`src/design/crtc_defs.svh`:
```
// Offsets, field positions, the control reset value and timing counts for the calendar clock.
// Assumes inclusion by bare name from the top module and the bench.
`ifndef CRTC_DEFS_SVH
`define CRTC_DEFS_SVH
// Register byte offsets
`define CRTC_SEC_OFF      8'h00
`define CRTC_MIN_OFF      8'h04
`define CRTC_HRS_OFF      8'h08
`define CRTC_DOW_OFF      8'h0c
`define CRTC_DOM_OFF      8'h10
`define CRTC_MON_OFF      8'h14
`define CRTC_YR_OFF       8'h18
`define CRTC_CEN_OFF      8'h1c
`define CRTC_ASEC_OFF     8'h20
`define CRTC_AMIN_OFF     8'h24
`define CRTC_AHRS_OFF     8'h28
`define CRTC_ADOW_OFF     8'h2c
`define CRTC_ACTRL_OFF    8'h30
`define CRTC_CTRL_OFF     8'h34
`define CRTC_IMASK_OFF    8'h38
// Control register fields
`define CRTC_CTRL_ALARM   7
`define CRTC_CTRL_INTEN   6
`define CRTC_CTRL_BCD     5
`define CRTC_CTRL_LINE60  4
`define CRTC_CTRL_LINESEL 3
`define CRTC_CTRL_UNLOCK  0
`define CRTC_CTRL_RESET   8'h00
// Prescale counts
`define CRTC_XTAL_HZ      32768
`define CRTC_DIV_XTAL     16'd32767
`define CRTC_DIV_50       16'd49
`define CRTC_DIV_60       16'd59
`endif

```
`src/design/crtc_pkg.sv`:
```
// Types for the calendar clock.
// Assumes crtc_defs.svh holds the register offsets, control fields, control reset value and prescale counts.
package crtc_pkg;
   // ------------------------------------------------------------
   // Bus slave states
   // ------------------------------------------------------------
   typedef enum logic [2:0] {
      CRTC_IDLE = 3'b001,
      CRTC_BRSP = 3'b010,
      CRTC_RRSP = 3'b100
   } crtc_bus_t;
endpackage : crtc_pkg

```
`src/design/crtc_top.sv`:
```
// Calendar clock with alarm, prescaler and AXI4-Lite register slave.
// Assumes one 10 MHz clock; crystal and line inputs arrive asynchronously.
//
// Local design decisions: the register addresses and the AXI4-Lite slave port.
`timescale 1ns/1ns
`include "crtc_defs.svh"
module crtc_top (
   // Clock and reset
   input  wire logic        mclk,
   input  wire logic        rst_b,
   // Timebase inputs
   input  wire logic        xtal_clk_in,
   input  wire logic        crystal_out_pin,
   // AXI4-Lite write
   input  wire logic [7:0]  s_awaddr,
   input  wire logic        s_awvalid,
   output logic             s_awready,
   input  wire logic [31:0] s_wdata,
   input  wire logic [3:0]  s_wstrb,
   input  wire logic        s_wvalid,
   output logic             s_wready,
   output logic [1:0]       s_bresp,
   output logic             s_bvalid,
   input  wire logic        s_bready,
   // AXI4-Lite read
   input  wire logic [7:0]  s_araddr,
   input  wire logic        s_arvalid,
   output logic             s_arready,
   output logic [31:0]      s_rdata,
   output logic [1:0]       s_rresp,
   output logic             s_rvalid,
   input  wire logic        s_rready,
   // Interrupt
   output logic             irq
);
   // ------------------------------------------------------------
   // Helpers
   // ------------------------------------------------------------
   // Increment with wrap in the chosen coding; returns {wrapped, value}
   function automatic logic [8:0] inc_wrap(input logic [7:0] v, input logic [7:0] lo,
                                           input logic [7:0] hi, input logic bcd);
      logic [7:0] n;
      n = v + 8'h01;
      if (bcd && v[3:0] == 4'h9)
         n = {v[7:4] + 4'h1, 4'h0};
      if (v == hi)
         inc_wrap = {1'b1, lo};
      else
         inc_wrap = {1'b0, n};
   endfunction : inc_wrap

   function automatic logic [7:0] to_bin(input logic [7:0] v, input logic bcd);
      to_bin = bcd ? 8'((v[7:4] * 4'd10) + {4'h0, v[3:0]}) : v;
   endfunction : to_bin

   // ------------------------------------------------------------
   // Input synchronisers
   // ------------------------------------------------------------
   logic [2:0] xtal_sync;
   logic [2:0] line_sync;
   always_ff @(posedge mclk or negedge rst_b) begin
      if (!rst_b) begin
         xtal_sync <= 3'h0;
         line_sync <= 3'h0;
      end else begin
         xtal_sync <= {xtal_sync[1:0], xtal_clk_in};
         line_sync <= {line_sync[1:0], crystal_out_pin};
      end
   end
   // Edge detect reads only stages two and three
   wire xtal_rise = xtal_sync[1] & ~xtal_sync[2];
   wire line_rise = line_sync[1] & ~line_sync[2];

   // ------------------------------------------------------------
   // Registers and bus decode
   // ------------------------------------------------------------
   logic [7:0] ctrl;
   logic [7:0] sec, min, hrs, dow, dom, mon, yr, cen;
   logic [7:0] a_sec, a_min, a_hrs, a_dow;
   logic [3:0] a_en;
   logic       imask;
   logic       tick;
   logic       force_cmp;
   crtc_pkg::crtc_bus_t bstate;
   logic       aw_got, w_got;
   logic [7:0] aw_hold;
   logic [31:0] w_hold;

   logic w_hold_strb0;
   wire unlock = ctrl[`CRTC_CTRL_UNLOCK];
   wire bcd    = ctrl[`CRTC_CTRL_BCD];
   wire do_wr  = (bstate == crtc_pkg::CRTC_IDLE) && aw_got && w_got && w_hold_strb0;
   wire do_rd  = (bstate == crtc_pkg::CRTC_IDLE) && s_arvalid && !(aw_got && w_got);
   wire wr_cnt = do_wr && unlock;
   wire ctrl_wr = do_wr && aw_hold == `CRTC_CTRL_OFF;
   wire ctrl_rd = do_rd && s_araddr == `CRTC_CTRL_OFF;

   // ------------------------------------------------------------
   // AXI4-Lite slave
   // ------------------------------------------------------------
   always_ff @(posedge mclk or negedge rst_b) begin
      if (!rst_b) begin
         bstate       <= crtc_pkg::CRTC_IDLE;
         aw_got       <= 1'b0;
         w_got        <= 1'b0;
         aw_hold      <= 8'h00;
         w_hold       <= 32'h0;
         w_hold_strb0 <= 1'b0;
         s_awready    <= 1'b1;
         s_wready     <= 1'b1;
         s_arready    <= 1'b1;
         s_bvalid     <= 1'b0;
         s_rvalid     <= 1'b0;
         s_bresp      <= 2'h0;
         s_rresp      <= 2'h0;
      end else begin
         if (s_awvalid && s_awready) begin
            aw_got    <= 1'b1;
            aw_hold   <= s_awaddr;
            s_awready <= 1'b0;
         end
         if (s_wvalid && s_wready) begin
            w_got        <= 1'b1;
            w_hold       <= s_wdata;
            w_hold_strb0 <= s_wstrb[0];
            s_wready     <= 1'b0;
         end
         unique case (bstate)
            crtc_pkg::CRTC_IDLE: begin
               if (aw_got && w_got) begin
                  aw_got    <= 1'b0;
                  w_got     <= 1'b0;
                  s_bvalid  <= 1'b1;
                  s_bresp   <= (aw_hold > `CRTC_IMASK_OFF || aw_hold[1:0] != 2'h0)
                               ? 2'h2 : 2'h0;
                  s_arready <= 1'b0;
                  bstate    <= crtc_pkg::CRTC_BRSP;
               end else if (s_arvalid) begin
                  s_arready <= 1'b0;
                  s_rvalid  <= 1'b1;
                  s_rresp   <= (s_araddr > `CRTC_IMASK_OFF || s_araddr[1:0] != 2'h0)
                               ? 2'h2 : 2'h0;
                  bstate    <= crtc_pkg::CRTC_RRSP;
               end
            end
            crtc_pkg::CRTC_BRSP: begin
               if (s_bready) begin
                  s_bvalid  <= 1'b0;
                  s_awready <= 1'b1;
                  s_wready  <= 1'b1;
                  s_arready <= 1'b1;
                  bstate    <= crtc_pkg::CRTC_IDLE;
               end
            end
            crtc_pkg::CRTC_RRSP: begin
               if (s_rready) begin
                  s_rvalid  <= 1'b0;
                  s_arready <= 1'b1;
                  bstate    <= crtc_pkg::CRTC_IDLE;
               end
            end
         endcase
      end
   end

   // Read data, captured with the address
   always_ff @(posedge mclk or negedge rst_b) begin
      if (!rst_b)
         s_rdata <= 32'h0;
      else if (do_rd) begin
         unique case (s_araddr)
            `CRTC_SEC_OFF:   s_rdata <= {24'h0, sec};
            `CRTC_MIN_OFF:   s_rdata <= {24'h0, min};
            `CRTC_HRS_OFF:   s_rdata <= {24'h0, hrs};
            `CRTC_DOW_OFF:   s_rdata <= {28'h0, dow[3:0]};
            `CRTC_DOM_OFF:   s_rdata <= {24'h0, dom};
            `CRTC_MON_OFF:   s_rdata <= {24'h0, mon};
            `CRTC_YR_OFF:    s_rdata <= {24'h0, yr};
            `CRTC_CEN_OFF:   s_rdata <= {24'h0, cen};
            `CRTC_ASEC_OFF:  s_rdata <= {24'h0, a_sec};
            `CRTC_AMIN_OFF:  s_rdata <= {24'h0, a_min};
            `CRTC_AHRS_OFF:  s_rdata <= {24'h0, a_hrs};
            `CRTC_ADOW_OFF:  s_rdata <= {28'h0, a_dow[3:0]};
            `CRTC_ACTRL_OFF: s_rdata <= {28'h0, a_en};
            `CRTC_CTRL_OFF:  s_rdata <= {24'h0, ctrl};
            `CRTC_IMASK_OFF: s_rdata <= {31'h0, imask};
            default:         s_rdata <= 32'h0;
         endcase
      end
   end

   // ------------------------------------------------------------
   // Control register and alarm flag
   // ------------------------------------------------------------
   logic alarm_hit;
   always_ff @(posedge mclk or negedge rst_b) begin
      if (!rst_b) begin
         ctrl  <= `CRTC_CTRL_RESET;
         imask <= 1'b1;
      end else begin
         if (ctrl_wr)
            ctrl[6:0] <= w_hold[6:0];
         if (do_wr && aw_hold == `CRTC_IMASK_OFF)
            imask <= w_hold[0];
         // Hit beats the read clear so no alarm is lost
         if (alarm_hit)
            ctrl[`CRTC_CTRL_ALARM] <= 1'b1;
         else if (ctrl_rd)
            ctrl[`CRTC_CTRL_ALARM] <= 1'b0;
      end
   end

   always_ff @(posedge mclk or negedge rst_b) begin
      if (!rst_b)
         irq <= 1'b0;
      else
         irq <= (ctrl[`CRTC_CTRL_ALARM] || alarm_hit) && ctrl[`CRTC_CTRL_INTEN]
                && imask && !(ctrl_rd && !alarm_hit);
   end

   // ------------------------------------------------------------
   // Prescaler
   // ------------------------------------------------------------
   logic [15:0] div_cnt;
   wire [15:0] div_top = !ctrl[`CRTC_CTRL_LINESEL] ? `CRTC_DIV_XTAL :
                         ctrl[`CRTC_CTRL_LINE60] ? `CRTC_DIV_60 : `CRTC_DIV_50;
   wire src_edge = ctrl[`CRTC_CTRL_LINESEL] ? line_rise : xtal_rise;
   always_ff @(posedge mclk or negedge rst_b) begin
      if (!rst_b) begin
         div_cnt <= 16'h0;
         tick    <= 1'b0;
      end else begin
         tick <= 1'b0;
         if (ctrl_wr || unlock)
            div_cnt <= 16'h0;
         else if (src_edge) begin
            if (div_cnt >= div_top) begin
               div_cnt <= 16'h0;
               tick    <= 1'b1;
            end else
               div_cnt <= div_cnt + 16'h1;
         end
      end
   end

   // ------------------------------------------------------------
   // Calendar counters
   // ------------------------------------------------------------
   logic [8:0] s_n, m_n, h_n, w_n, d_n, mo_n, y_n, c_n;
   logic [7:0] dim;
   logic       leap;
   always_comb begin
      leap = bcd && (yr[4] ? (yr[3:0] == 4'h2 || yr[3:0] == 4'h6)
                           : (yr[3:0] == 4'h0 || yr[3:0] == 4'h4 || yr[3:0] == 4'h8))
             && (yr != 8'h00 || cen[1:0] == 2'h0 || cen == 8'h20);
      unique case (to_bin(mon, bcd))
         8'd2:                      dim = leap ? 8'd29 : 8'd28;
         8'd4, 8'd6, 8'd9, 8'd11:   dim = 8'd30;
         default:                   dim = 8'd31;
      endcase
      if (bcd)
         dim = {dim[7:0] >= 8'd30 ? 4'h3 : 4'h2, 4'(dim % 8'd10)};
      s_n  = inc_wrap(sec, 8'h00, bcd ? 8'h59 : 8'h3b, bcd);
      m_n  = inc_wrap(min, 8'h00, bcd ? 8'h59 : 8'h3b, bcd);
      h_n  = inc_wrap(hrs, 8'h00, bcd ? 8'h23 : 8'h17, bcd);
      w_n  = inc_wrap(dow, 8'h01, 8'h07, bcd);
      d_n  = inc_wrap(dom, 8'h01, dim, bcd);
      mo_n = inc_wrap(mon, 8'h01, bcd ? 8'h12 : 8'h0c, bcd);
      y_n  = inc_wrap(yr, 8'h00, bcd ? 8'h99 : 8'h63, bcd);
      c_n  = inc_wrap(cen, 8'h00, bcd ? 8'h99 : 8'h63, bcd);
   end

   // Counts are left unreset so they survive a warm reset
   always_ff @(posedge mclk) begin
      if (wr_cnt) begin
         unique case (aw_hold)
            `CRTC_SEC_OFF: sec <= w_hold[7:0];
            `CRTC_MIN_OFF: min <= w_hold[7:0];
            `CRTC_HRS_OFF: hrs <= w_hold[7:0];
            `CRTC_DOW_OFF: dow <= {4'h0, w_hold[3:0]};
            `CRTC_DOM_OFF: dom <= w_hold[7:0];
            `CRTC_MON_OFF: mon <= w_hold[7:0];
            `CRTC_YR_OFF:  yr  <= w_hold[7:0];
            `CRTC_CEN_OFF: cen <= w_hold[7:0];
            default: ;
         endcase
      end else if (tick && !unlock) begin
         sec <= s_n[7:0];
         if (s_n[8]) begin
            min <= m_n[7:0];
            if (m_n[8]) begin
               hrs <= h_n[7:0];
               if (h_n[8]) begin
                  dow <= w_n[7:0];
                  dom <= d_n[7:0];
                  if (d_n[8]) begin
                     mon <= mo_n[7:0];
                     if (mo_n[8]) begin
                        yr <= y_n[7:0];
                        if (y_n[8])
                           cen <= c_n[7:0];
                     end
                  end
               end
            end
         end
      end
   end

   // ------------------------------------------------------------
   // Alarm
   // ------------------------------------------------------------
   always_ff @(posedge mclk or negedge rst_b) begin
      if (!rst_b) begin
         a_en  <= 4'h0;
         a_sec <= 8'h00;
         a_min <= 8'h00;
         a_hrs <= 8'h00;
         a_dow <= 8'h00;
      end else if (do_wr) begin
         unique case (aw_hold)
            `CRTC_ASEC_OFF:  a_sec <= w_hold[7:0];
            `CRTC_AMIN_OFF:  a_min <= w_hold[7:0];
            `CRTC_AHRS_OFF:  a_hrs <= w_hold[7:0];
            `CRTC_ADOW_OFF:  a_dow <= {4'h0, w_hold[3:0]};
            `CRTC_ACTRL_OFF: a_en  <= w_hold[3:0];
            default: ;
         endcase
      end
   end

   // Compare one cycle after the advance or the forcing write
   always_ff @(posedge mclk or negedge rst_b) begin
      if (!rst_b)
         force_cmp <= 1'b0;
      else
         force_cmp <= (tick && !unlock) ||
                      (ctrl_wr && !w_hold[`CRTC_CTRL_UNLOCK]);
   end
   assign alarm_hit = force_cmp &&
                      (!a_en[0] || a_sec == sec) && (!a_en[1] || a_min == min) &&
                      (!a_en[2] || a_hrs == hrs) &&
                      (!a_en[3] || a_dow[3:0] == dow[3:0]);

   // ------------------------------------------------------------
   // Checks
   // ------------------------------------------------------------
   flag_set_a: assert property (@(posedge mclk) disable iff (!rst_b)
      alarm_hit |=> ctrl[`CRTC_CTRL_ALARM]) else $error("alarm flag not set");
   flag_rdclr_a: assert property (@(posedge mclk) disable iff (!rst_b)
      ctrl_rd && !alarm_hit |=> !ctrl[`CRTC_CTRL_ALARM] && !irq)
      else $error("read did not clear alarm");
   irq_gate_a: assert property (@(posedge mclk) disable iff (!rst_b)
      irq |-> $past(ctrl[`CRTC_CTRL_INTEN])) else $error("irq without enable");
   lock_hold_a: assert property (@(posedge mclk) disable iff (!rst_b)
      unlock |=> div_cnt == 16'h0 && !tick) else $error("count moved unlocked");
   div_clr_a: assert property (@(posedge mclk) disable iff (!rst_b)
      ctrl_wr |=> div_cnt == 16'h0) else $error("divider not reset");
   force_cmp_a: assert property (@(posedge mclk) disable iff (!rst_b)
      ctrl_wr && !w_hold[`CRTC_CTRL_UNLOCK] |=> force_cmp) else $error("no forced compare");
   sec_cmp_a: assert property (@(posedge mclk) disable iff (!rst_b)
      tick && !unlock |=> force_cmp) else $error("no per-second compare");
   hour_rng_a: assert property (@(posedge mclk) disable iff (!rst_b)
      tick && !unlock && hrs == (bcd ? 8'h23 : 8'h17) && s_n[8] && m_n[8] |=> hrs == 8'h00)
      else $error("hour did not wrap");
   dow_rng_a: assert property (@(posedge mclk) disable iff (!rst_b)
      tick && !unlock && dow == 8'h07 && s_n[8] && m_n[8] && h_n[8] |=> dow == 8'h01)
      else $error("weekday wrap wrong");
   tick_gap_a: assert property (@(posedge mclk) disable iff (!rst_b)
      tick |=> !tick) else $error("double tick");
   en_reset_a: assert property (@(posedge mclk) $rose(rst_b) |-> a_en == 4'h0)
      else $error("alarm enables not cleared");
endmodule : crtc_top

```
`config.mk`:
```
export PLATFORM = sky130hd
export DESIGN_NAME = crtc_top
export DESIGN_NICKNAME = d
export VERILOG_FILES = /design/src/design/crtc_pkg.sv /design/src/design/crtc_top.sv
export VERILOG_INCLUDE_DIRS = /design/src /design/src/design
export SDC_FILE = /design/constraint.sdc
export NUM_CORES = 1
export LEC_CHECK = 0
export BUFFER_PORTS_ARGS = -buffer_cell sky130_fd_sc_hd__buf_2
export CAP_MARGIN = 20
export CORE_MARGIN = 1
export CORE_UTILIZATION = 45
export DETAILED_ROUTE_END_ITERATION = 6
export PLACE_DENSITY = 0.66
export SETUP_SLACK_MARGIN = 0.1
export SLEW_MARGIN = 40
export SYNTH_ARGS = -nofsm -noshare
export SYNTH_HDL_FRONTEND = slang
export SYNTH_SLANG_ARGS = --single-unit
```
`constraint.sdc`:
```
create_clock -name mclk -period 3.29 [get_ports mclk]
set_clock_uncertainty 0.1 [all_clocks]
set_input_delay 0.329 -clock mclk [delete_from_list [all_inputs] [get_ports mclk]]
set_output_delay 0.329 -clock mclk [all_outputs]
set_load 0.02 [all_outputs]
```
==> results of run 1 <==
## worst max-delay path by stage
stage / start / endpoint / slack, ns / depth (start not counted)
finish: mon[4] / yr[5] / -0.05 / 10
global route: mon[4] / yr[5] / -0.18 / 10
global placement: mon[4] / yr[7] / -0.08 / 10
CTS: mon[4] / yr[5] / -0.04 / 11
floorplan: mon[6] / mon[0] / -0.13 / 9
detailed placement: mon[5] / yr[0] / -0.15 / 11
## per-stage QoR
stage | hold slack (ns) | setup slack [ns]
final | 0.00905 | -0.0465
after global routing | 0.00691 | -0.180
after CTS | 0.00126 | -0.0382
after detailed placement | 0.236 | -0.151
after global placement | 0.233 | -0.0768
after floorplan | -0.0666 | -0.132
## metal layers
metal,GRT usage,up-vias,share of wire
met4,0.0976,0,0.029
met1,0.357,4084,0.44
met3,0.0529,69,0.080
met2,0.388,361,0.45
met5,0,-,0
li1,-,3825,-
## final cells by class
class / instances / area (um^2)
clock buffer: 18 / 439
clock inverter: 14 / 153
fill: 1976 / 10400
inverter: 29 / 109
multi-input combinational: 764 / 5470
sequential: 166 / 4480
tap: 280 / 350
timing repair buffer: 99 / 664
## cells by family (layout without fill, tap and decap cells)
| kind of cell | Yosys count | in the layout |
|---|---|---|
| adder cells (fa/ha/maj) | 51 | 51 |
| multiplexers | 70 | 70 |
| AND/OR/NAND/NOR | 300 | 300 |
| flip-flops | 166 | 166 |
| buffers and inverters | 93 | 160 |
| other | 1 | 26 |
| XOR/XNOR | 80 | 80 |
| AO/OA/AOI/OAI | 237 | 237 |
## power by group through the flow
stage | clock network [W] | registers (W) | logic [W]
finish | 0.00204 | 0.00268 | 0.000678
global placement | 0 | 0.00270 | 0.000657
floorplan | 0 | 0.00261 | 0.000478
global route | 0.00213 | 0.00272 | 0.000751
CTS | 0.00206 | 0.00267 | 0.000679
detailed placement | 0 | 0.00271 | 0.000673
## synth_stat cells, types with 4 or more instances
cell	n	area share
dfrtp_1	98	0.24
nand2_1	75	0.028
o21ai_0	70	0.034
edfxtp_1	64	0.19
nor2_1	59	0.022
mux2_2	58	0.064
xnor2_1	52	0.045
ha_1	49	0.060
nand3_1	41	0.020
a21oi_1	37	0.018
clkbuf_1	33	0.012
inv_1	29	0.011
xor2_1	28	0.024
buf_4	26	0.019
a31oi_1	22	0.014
a22oi_1	18	0.013
nand4_1	17	0.010
and3_1	16	0.0098
nor3_1	16	0.0079
a21o_1	13	0.0096
nand2b_1	13	0.0080
mux2i_1	12	0.012
nor4b_1	12	0.010
a221oi_1	11	0.0095
o31ai_1	11	0.0081
a22o_1	10	0.0086
nor2b_1	10	0.0061
nor4_1	7	0.0043
nand4b_1	6	0.0052
nor3b_1	5	0.0037
o41ai_1	5	0.0043
a222oi_1	4	0.0039
dfstp_2	4	0.010
nand3b_1	4	0.0029
## placed cells by master, fill, tap and decap left out, types with 16 or more instances in the layout
cell       synthesis  routed
a21oi_1           37      37
a22oi_1           18      18
a31oi_1           22      22
and3_1            16      16
buf_2              3      48
buf_4             26      43
clkbuf_16          0      17
conb_1             1      26
dfrtp_1           98      98
edfxtp_1          64      64
ha_1              49      46
inv_1             29      29
mux2_2            58      58
nand2_1           75      75
nand3_1           41      41
nand4_1           17      17
nor2_1            59      59
nor3_1            16      16
o21ai_0           70      70
xnor2_1           52      52
xor2_1            28      28
## repair_timing
| action | in CTS | in global routing |
|---|---|---|
| cloned | 0 | 0 |
| hold buffers | 5 | 0 |
| pin swaps | 7 | 0 |
| setup endpoints to repair | 31 | 31 |
| resized for setup | 10 | 1 |
| hold endpoints to repair | 66 | 0 |
| setup buffers | 3 | 0 |
==> impl_metrics.py, run 1 <==
metrics = {
    "outcome": {
        "status": "finished with violations",
        "violations": "DRC, setup timing",
    },
    "timing": {
        "tightest_slew_ns": 0.777,
        "clock.fmax_ghz": 0.300,
        "fin_crit_ns": 3.34,
        "finalSetupViolations": 24,
        "finalSetupTns_ns": -0.820,
        "slew_headroom": 0.478,
        "fin_crit_sh": 1.01,
        "slew_violations": 0,
        "grt_setup_unrepaired": "true",
        "hold_viol": 0,
        "fin_ws_ns": -0.0465,
    },
    "grt": {
        "grt_pass1_wl_um": 45400,
        "grt_overflow": 0,
        "grt_pass1_vias": 7967,
        "antenna_found_initial": 0,
        "grt_max_degree": 65,
        "grt_use_total": 0.255,
    },
    "layout": {
        "largest_reg_flops": 16,
        "final_cell_count_no_fill": 1370,
        "final_nets": 1189,
        "num_antenna_cells": 0,
        "final_area_mm2": 0.0117,
        "fin_util": 0.529,
        "drive_gt1_frac": 0.196,
        "regMostFlops": "div_cnt",
        "area_growth_pct": 14.5,
    },
    "hold_path": {
        "hold_path_class": "input port to register",
        "hold_depth": 2,
        "hp-start": "s_wdata[3]",
        "hold_end": "w_hold[3]",
    },
    "die": {
        "rows": 54,
        "fp.dieH_um": 152,
        "core_mm2": 0.0220,
        "die_w_um": 152,
        "start_util": 0.462,
        "dieArea_mm2": 0.0232,
        "ioPinCount": 103,
    },
    "synth": {
        "synth-main-ff-cell": "dfrtp_1",
        "synth-async-reset-ratio": 0.614,
        "synthMuxAreaShare": 0.0759,
        "synth_top_family_by_area": "simple AND/OR/NAND/NOR gates",
        "synth_cell_types": 70,
        "ys.warnings.count": 0,
        "yosys.area_share.xor_xnor": 0.0688,
        "yosys.area_share.simple": 0.154,
        "ys_seq_area_frac": 0.440,
        "synth-compound-area-share": 0.153,
        "synthAdderAreaFrac": 0.0642,
        "syn-cell-area_mm2": 0.0102,
        "synth_edf_count": 64,
        "avgSynthCellArea_um2": 10.2,
        "ys_seq_elements": 166,
        "synthCells": 998,
    },
    "cts": {
        "clkTransAtPathRegs_ns": 0.07,
        "htreeDepth": 4,
        "cts.sinks": 166,
        "ctsRootBufferMaster": "clkbuf_16",
        "cts_tree": "yes",
        "numCtsBuffers": 17,
        "clock_latency_ns": 0.45,
        "cts_buffer_depth": 2,
    },
    "routing": {
        "first_iter_violations": 771,
        "first_pass_iters": 7,
        "drtAntennaViolNets": 0,
        "route.detailed.drc": 8,
        "vias": 8339,
        "finalWirelength_um": 28800,
        "wl_per_cell_um": 21.0,
        "drt-vias-per-instance": 6.09,
    },
    "critical_path": {
        "path_class": "register to register",
        "r2r_slack_ns": -0.05,
        "slowest_stage": "or4_4",
        "slowest_delay_ns": 0.49,
        "rr_endpoint": "yr[5]",
        "cp_max_fo": 9,
        "reg2regPathDepth": 10,
        "r2r_start": "mon[4]",
        "arrival_ns": 3.39,
        "crit_required_ns": 3.34,
        "worstSetupStartpointType": "register",
        "critPathBufInv": 1,
        "crit_path_end_kind": "register",
        "crit_family": "compound AO/OA/AOI/OAI gates",
        "worstPathCellList": "ha_1 > ha_4 > xor2_1 > or4_4 > a21o_1 > a2111oi_4 > o311ai_4 > nor3_4 > buf_12 > a22o_4",
    },
    "power_and_ir_drop": {
        "p_int_w": 0.00376,
        "power_leakage_nw": 4.93,
        "power.total_w": 0.00539,
        "combPwrFrac": 0.126,
        "pwr-share-clk": 0.378,
        "p_seq_frac": 0.497,
        "sw_frac_of_total": 0.304,
        "power_switching_w": 0.00164,
        "p_per_area_mw_per_mm2": 463,
        "vdd_drop_max_mv": 0.464,
    },
    "place": {
        "place_inst": 1330,
        "port_buffers": 49,
        "gp_congestion": 1.01,
        "hpwl_um": 21100,
        "place_area_mm2": 0.0109,
    },
    "run": {
        "drv_cap": 0,
    },
}
Note: power is estimated with default switching activity, not from simulation.
==> run 2: changes to the inputs <==
HOLD_SLACK_MARGIN = 0.06   (was unset)
==> impl_metrics.py, run 2 (synthesis results as in run 1) <==
metrics = {
    "routing": {
        "first_pass_iters": 7,
        "vias": 8408,
        "drtAntennaViolNets": 0,
        "finalWirelength_um": 28800,
        "first_iter_violations": 795,
        "route.detailed.drc": 7,
        "drt-vias-per-instance": 6.06,
        "wl_per_cell_um": 20.8,
    },
    "timing": {
        "fin_ws_ns": -0.0464,
        "finalSetupViolations": 24,
        "clock.fmax_ghz": 0.300,
        "slew_violations": 0,
        "slew_headroom": 0.536,
        "hold_viol": 0,
        "tightest_slew_ns": 0.678,
        "fin_crit_ns": 3.34,
        "grt_setup_unrepaired": "true",
        "finalSetupTns_ns": -0.873,
        "fin_crit_sh": 1.01,
    },
    "power_and_ir_drop": {
        "sw_frac_of_total": 0.304,
        "pwr-share-clk": 0.377,
        "power_leakage_nw": 5.00,
        "p_int_w": 0.00377,
        "p_seq_frac": 0.495,
        "p_per_area_mw_per_mm2": 458,
        "combPwrFrac": 0.128,
        "vdd_drop_max_mv": 0.443,
        "power_switching_w": 0.00164,
    },
    "outcome": {
        "violations": "DRC, setup timing",
        "status": "finished with violations",
    },
    "cts": {
        "numCtsBuffers": 17,
        "ctsRootBufferMaster": "clkbuf_16",
        "clock_latency_ns": 0.45,
        "clkTransAtPathRegs_ns": 0.07,
        "cts.sinks": 166,
        "cts_buffer_depth": 2,
        "cts_tree": "yes",
        "htreeDepth": 4,
    },
    "layout": {
        "mostFrequentLayoutCell": "dfrtp_1",
        "area_growth_pct": 16.2,
        "final_nets": 1206,
        "mostFrequentLayoutCells": "98 x dfrtp_1, 75 x nand2_1, 70 x o21ai_0, 64 x edfxtp_1, 59 x nor2_1",
        "largest_reg_flops": 16,
        "num_antenna_cells": 0,
        "final_area_mm2": 0.0118,
        "drive_gt1_frac": 0.193,
        "fin_util": 0.537,
        "multi_input_area_mm2": 0.00547,
        "seqCellArea_mm2": 0.00448,
        "regMostFlops": "div_cnt",
        "filler_cell_count": 1959,
    },
    "critical_path": {
        "r2r_start": "mon[4]",
        "worstSetupStartpointType": "register",
        "r2r_slack_ns": -0.05,
        "crit_family": "compound AO/OA/AOI/OAI gates",
        "crit_path_end_kind": "register",
        "worstPathCellList": "ha_2 > fa_2 > xor2_1 > or4_4 > a21o_1 > a2111oi_4 > o311ai_4 > nor3_4 > buf_12 > a22o_4",
        "path_class": "register to register",
        "crit_required_ns": 3.34,
        "rr_endpoint": "yr[5]",
        "slowest_stage": "or4_4",
        "reg2regPathDepth": 10,
        "critPathBufInv": 1,
        "arrival_ns": 3.39,
        "slowest_delay_ns": 0.49,
        "cp_max_fo": 9,
    },
    "hold_path": {
        "hold_path_class": "input port to register",
        "hold_depth": 4,
        "hold_end": "s_bvalid",
        "hp-start": "s_bready",
    },
    "die": {
        "fp.dieH_um": 152,
        "ioPinCount": 103,
        "dieArea_mm2": 0.0232,
        "core_mm2": 0.0220,
        "start_util": 0.462,
        "die_w_um": 152,
        "rows": 54,
    },
    "place": {
        "port_buffers": 49,
        "hpwl_um": 21100,
        "gp_congestion": 1.01,
        "place_area_mm2": 0.0109,
    },
    "grt": {
        "grt_overflow": 0,
        "grt_use_total": 0.256,
        "grt_pass1_wl_um": 45600,
        "antenna_found_initial": 0,
        "grt_max_degree": 65,
        "grt_pass1_vias": 8009,
    },
    "run": {
        "drv_cap": 0,
    },
}
==> run 2: cell count changes in the layout (fill, tap and decap cells not counted) <==
cell / previous run / this run
dlygate4sd3_1: 5 / 22
==> run 2: how the worst max path moves through the flow <==
stage | cells after the start | slack, ns | to | startpoint
4_1_cts | 11 | -0.04 | yr[5] | mon[4]
5_1_grt | 10 | -0.18 | yr[5] | mon[4]
2_1_floorplan | 9 | -0.13 | mon[0] | mon[6]
6_report | 10 | -0.05 | yr[5] | mon[4]
3_5_place_dp | 11 | -0.15 | yr[0] | mon[5]
3_3_place_gp | 10 | -0.08 | yr[7] | mon[4]
==> run 2: per-stage QoR <==
step	power (W)	setup WS (ns)	cells	hold slack [ns]
finish	0.00541	-0.0464	1387	0.101
global route	0.00562	-0.180	1387	0.107
CTS	0.00542	-0.0382	1387	0.0930
detailed placement	0.00338	-0.151	1330	0.236
global placement	0.00335	-0.0768	1330	0.233
floorplan	0.00309	-0.132	1023	-0.0666
==> run 2: power by group through the flow <==
stage | clock, W | sequential, W | combinational [W]
floorplan | 0 | 0.00261 | 0.000478
global placement | 0 | 0.00270 | 0.000657
detailed placement | 0 | 0.00271 | 0.000673
CTS | 0.00206 | 0.00267 | 0.000694
global route | 0.00213 | 0.00272 | 0.000767
finish | 0.00204 | 0.00268 | 0.000695
==> run 2: what timing repair did <==
action / 4_1_cts / 5_1_grt
gates resized for setup: 10 / 1
buffers inserted: 3 / 0
pin swaps: 7 / 0
hold endpoints to repair: 83 / 0
hold buffers: 22 / 0
setup endpoints to repair: 31 / 31
==> run 2: layout make-up <==
cell class / instances / area share
Multi-Input combinational cell: 764 / 0.462
Sequential cell: 166 / 0.379
Timing Repair Buffer: 116 / 0.0705
Clock buffer: 18 / 0.0371
Tap cell: 280 / 0.0296
Clock inverter: 14 / 0.0129
Inverter: 29 / 0.00920
==> run 2: worst min-delay path, delay by kind of cell <==
family,cells,cell delay [ns]
and+or+nand+nor,2,0.09
buffers and inverters,1,0.12
AOI/OAI and AO/OA,1,0.06
==> run 2: layer usage <==
metal | part of all wire | global-route usage | vias to the layer above | wire length, um
li1 | - | - | 3857 | -
met1 | 0.43 | 0.357 | 4096 | 12500
met2 | 0.44 | 0.390 | 388 | 12800
met3 | 0.089 | 0.0529 | 67 | 2570
met4 | 0.031 | 0.101 | 0 | 903
met5 | 0 | 0 | - | 0
==> run 3: changes to the inputs <==
GPL_TIMING_DRIVEN = 0   (was unset)
==> impl_metrics.py, run 3 (synthesis results as in run 1) <==
metrics = {
    "power_and_ir_drop": {
        "p_seq_frac": 0.476,
        "p_int_w": 0.00391,
        "vdd_drop_max_mv": 0.397,
        "sw_frac_of_total": 0.296,
        "power_leakage_nw": 5.12,
        "p_per_area_mw_per_mm2": 454,
        "combPwrFrac": 0.139,
        "power.total_w": 0.00556,
        "power_switching_w": 0.00165,
        "pwr-share-clk": 0.384,
    },
    "grt": {
        "grt_max_degree": 66,
        "antenna_found_initial": 0,
        "grt_pass1_wl_um": 46200,
        "grt_pass1_vias": 8195,
        "grt_use_total": 0.260,
        "grt_overflow": 0,
    },
    "layout": {
        "final_nets": 1240,
        "final_area_mm2": 0.0122,
        "filler_cell_count": 1896,
        "multi_input_area_mm2": 0.00570,
        "largest_reg_flops": 16,
        "area_growth_pct": 20.2,
        "seqCellArea_mm2": 0.00448,
        "mostFrequentLayoutCell": "dfrtp_1",
        "num_antenna_cells": 0,
        "regMostFlops": "div_cnt",
        "mostFrequentLayoutCells": "97 x dfrtp_1, 75 x nand2_1, 69 x o21ai_0, 64 x edfxtp_1, 58 x mux2_2",
        "drive_gt1_frac": 0.215,
        "fin_util": 0.556,
    },
    "die": {
        "die_w_um": 152,
        "rows": 54,
        "dieArea_mm2": 0.0232,
        "start_util": 0.462,
        "fp.dieH_um": 152,
        "ioPinCount": 103,
        "core_mm2": 0.0220,
    },
    "timing": {
        "clock.fmax_ghz": 0.284,
        "slew_violations": 0,
        "tightest_slew_ns": 1.09,
        "slew_headroom": 0.272,
        "fin_crit_sh": 1.07,
        "fin_crit_ns": 3.52,
        "fin_ws_ns": -0.233,
        "finalSetupViolations": 31,
        "hold_viol": 0,
        "grt_setup_unrepaired": "true",
        "hold-worst-slack_ns": 0.117,
    },
    "hold_path": {
        "hold_depth": 3,
        "hp-start": "s_rready",
        "hold_path_class": "input port to register",
        "hold_end": "bstate[0]",
    },
    "run": {
        "drv_cap": 0,
    },
    "routing": {
        "route.detailed.drc": 6,
        "first_pass_iters": 7,
        "drt-vias-per-instance": 6.02,
        "drtAntennaViolNets": 0,
        "vias": 8552,
        "wl_per_cell_um": 21.1,
        "first_iter_violations": 709,
        "finalWirelength_um": 29900,
    },
    "critical_path": {
        "r2r_start": "mon[4]",
        "crit_path_end_kind": "register",
        "crit_required_ns": 3.32,
        "reg2regPathDepth": 12,
        "r2r_slack_ns": -0.23,
        "worstSetupStartpointType": "register",
        "cp_max_fo": 8,
        "arrival_ns": 3.56,
        "path_class": "register to register",
        "rr_endpoint": "mon[3]",
    },
    "cts": {
        "cts.sinks": 166,
        "numCtsBuffers": 17,
        "cts_tree": "yes",
        "cts_buffer_depth": 2,
        "clock_latency_ns": 0.44,
        "htreeDepth": 4,
        "clkTransAtPathRegs_ns": 0.07,
        "ctsRootBufferMaster": "clkbuf_16",
    },
    "outcome": {
        "status": "finished with violations",
        "violations": "DRC, setup timing",
    },
    "place": {
        "hpwl_um": 21500,
        "place_ws_ns": -0.763,
        "gp_congestion": 1.02,
        "port_buffers": 49,
        "place_area_mm2": 0.0110,
    },
}
## run 3: changes by cell type in the layout (fill, tap and decap cells not counted), sizes merged
| cell | change |
|---|---|
| inv | -2 |
| buf | -1 |
| clkbuf | +35 |
| bufinv | +2 |
## run 3: final cells by class
class                      instances  area share
buffer                            64      0.0284
clock buffer                      18      0.0351
clock inverter                    14      0.0154
inverter                          29     0.00889
multi-input combinational        764       0.466
sequential                       166       0.366
tap                              280      0.0286
timing repair buffer              86      0.0517
## run 3: how the worst max path moves through the flow
stage                          from  depth (start not counted)      to  slack [ns]
after floorplan              mon[6]                          9  mon[0]       -0.13
after global placement    bstate[0]                          5  min[5]       -0.78
after detailed placement  bstate[0]                          5  dom[7]       -0.76
after CTS                    mon[4]                         10  cen[0]       -0.15
after global routing         mon[4]                         12  mon[3]       -0.30
final                        mon[4]                         12  mon[3]       -0.23
## run 3: repair_timing
| item | 4_1_cts | 5_1_grt |
|---|---|---|
| endpoints found under the hold margin | 123 | 0 |
| buffers inserted | 10 | 4 |
| pin swaps | 8 | 19 |
| endpoints found under the setup margin | 113 | 93 |
| resized for setup | 24 | 25 |
| hold buffers | 22 | 0 |
## run 3: power by group through the flow
| stage | combinational [W] | clock (W) | sequential [W] |
|---|---|---|---|
| final | 0.000775 | 0.00214 | 0.00265 |
| after global routing | 0.000857 | 0.00223 | 0.00268 |
| after CTS | 0.000772 | 0.00216 | 0.00264 |
| after detailed placement | 0.000741 | 0 | 0.00268 |
| after global placement | 0.000714 | 0 | 0.00266 |
| after floorplan | 0.000478 | 0 | 0.00261 |
## run 3: critical path: stages, from the launching register on
cell and delay, ns:
edfxtp_1 0.48, ha_2 0.25, fa_2 0.39, buf_4 0.15
buf_4 0.12, nand2b_1 0.14, a311oi_2 0.35, o221ai_4 0.23
o31ai_4 0.27, a32oi_2 0.10, nor3_4 0.26, buf_12 0.16
a22o_4 0.21
## run 3: per-layer routing
layer	global-route usage	share of wire	up-vias	routed length (um)
met2	0.405	0.46	383	13700
met3	0.0455	0.080	57	2390
met1	0.358	0.43	4183	13000
met4	0.108	0.030	0	892
met5	0	0	-	0
li1	-	-	3929	-
## run 3: per-stage QoR
| stage | setup TNS [ns] | cells |
|---|---|---|
| final | -6.46 | 1421 |
| after global routing | -8.28 | 1421 |
| after CTS | -5.80 | 1417 |
| after detailed placement | -40.74 | 1353 |
| after global placement | -42.09 | 1352 |
| after floorplan | -3.21 | 1023 |
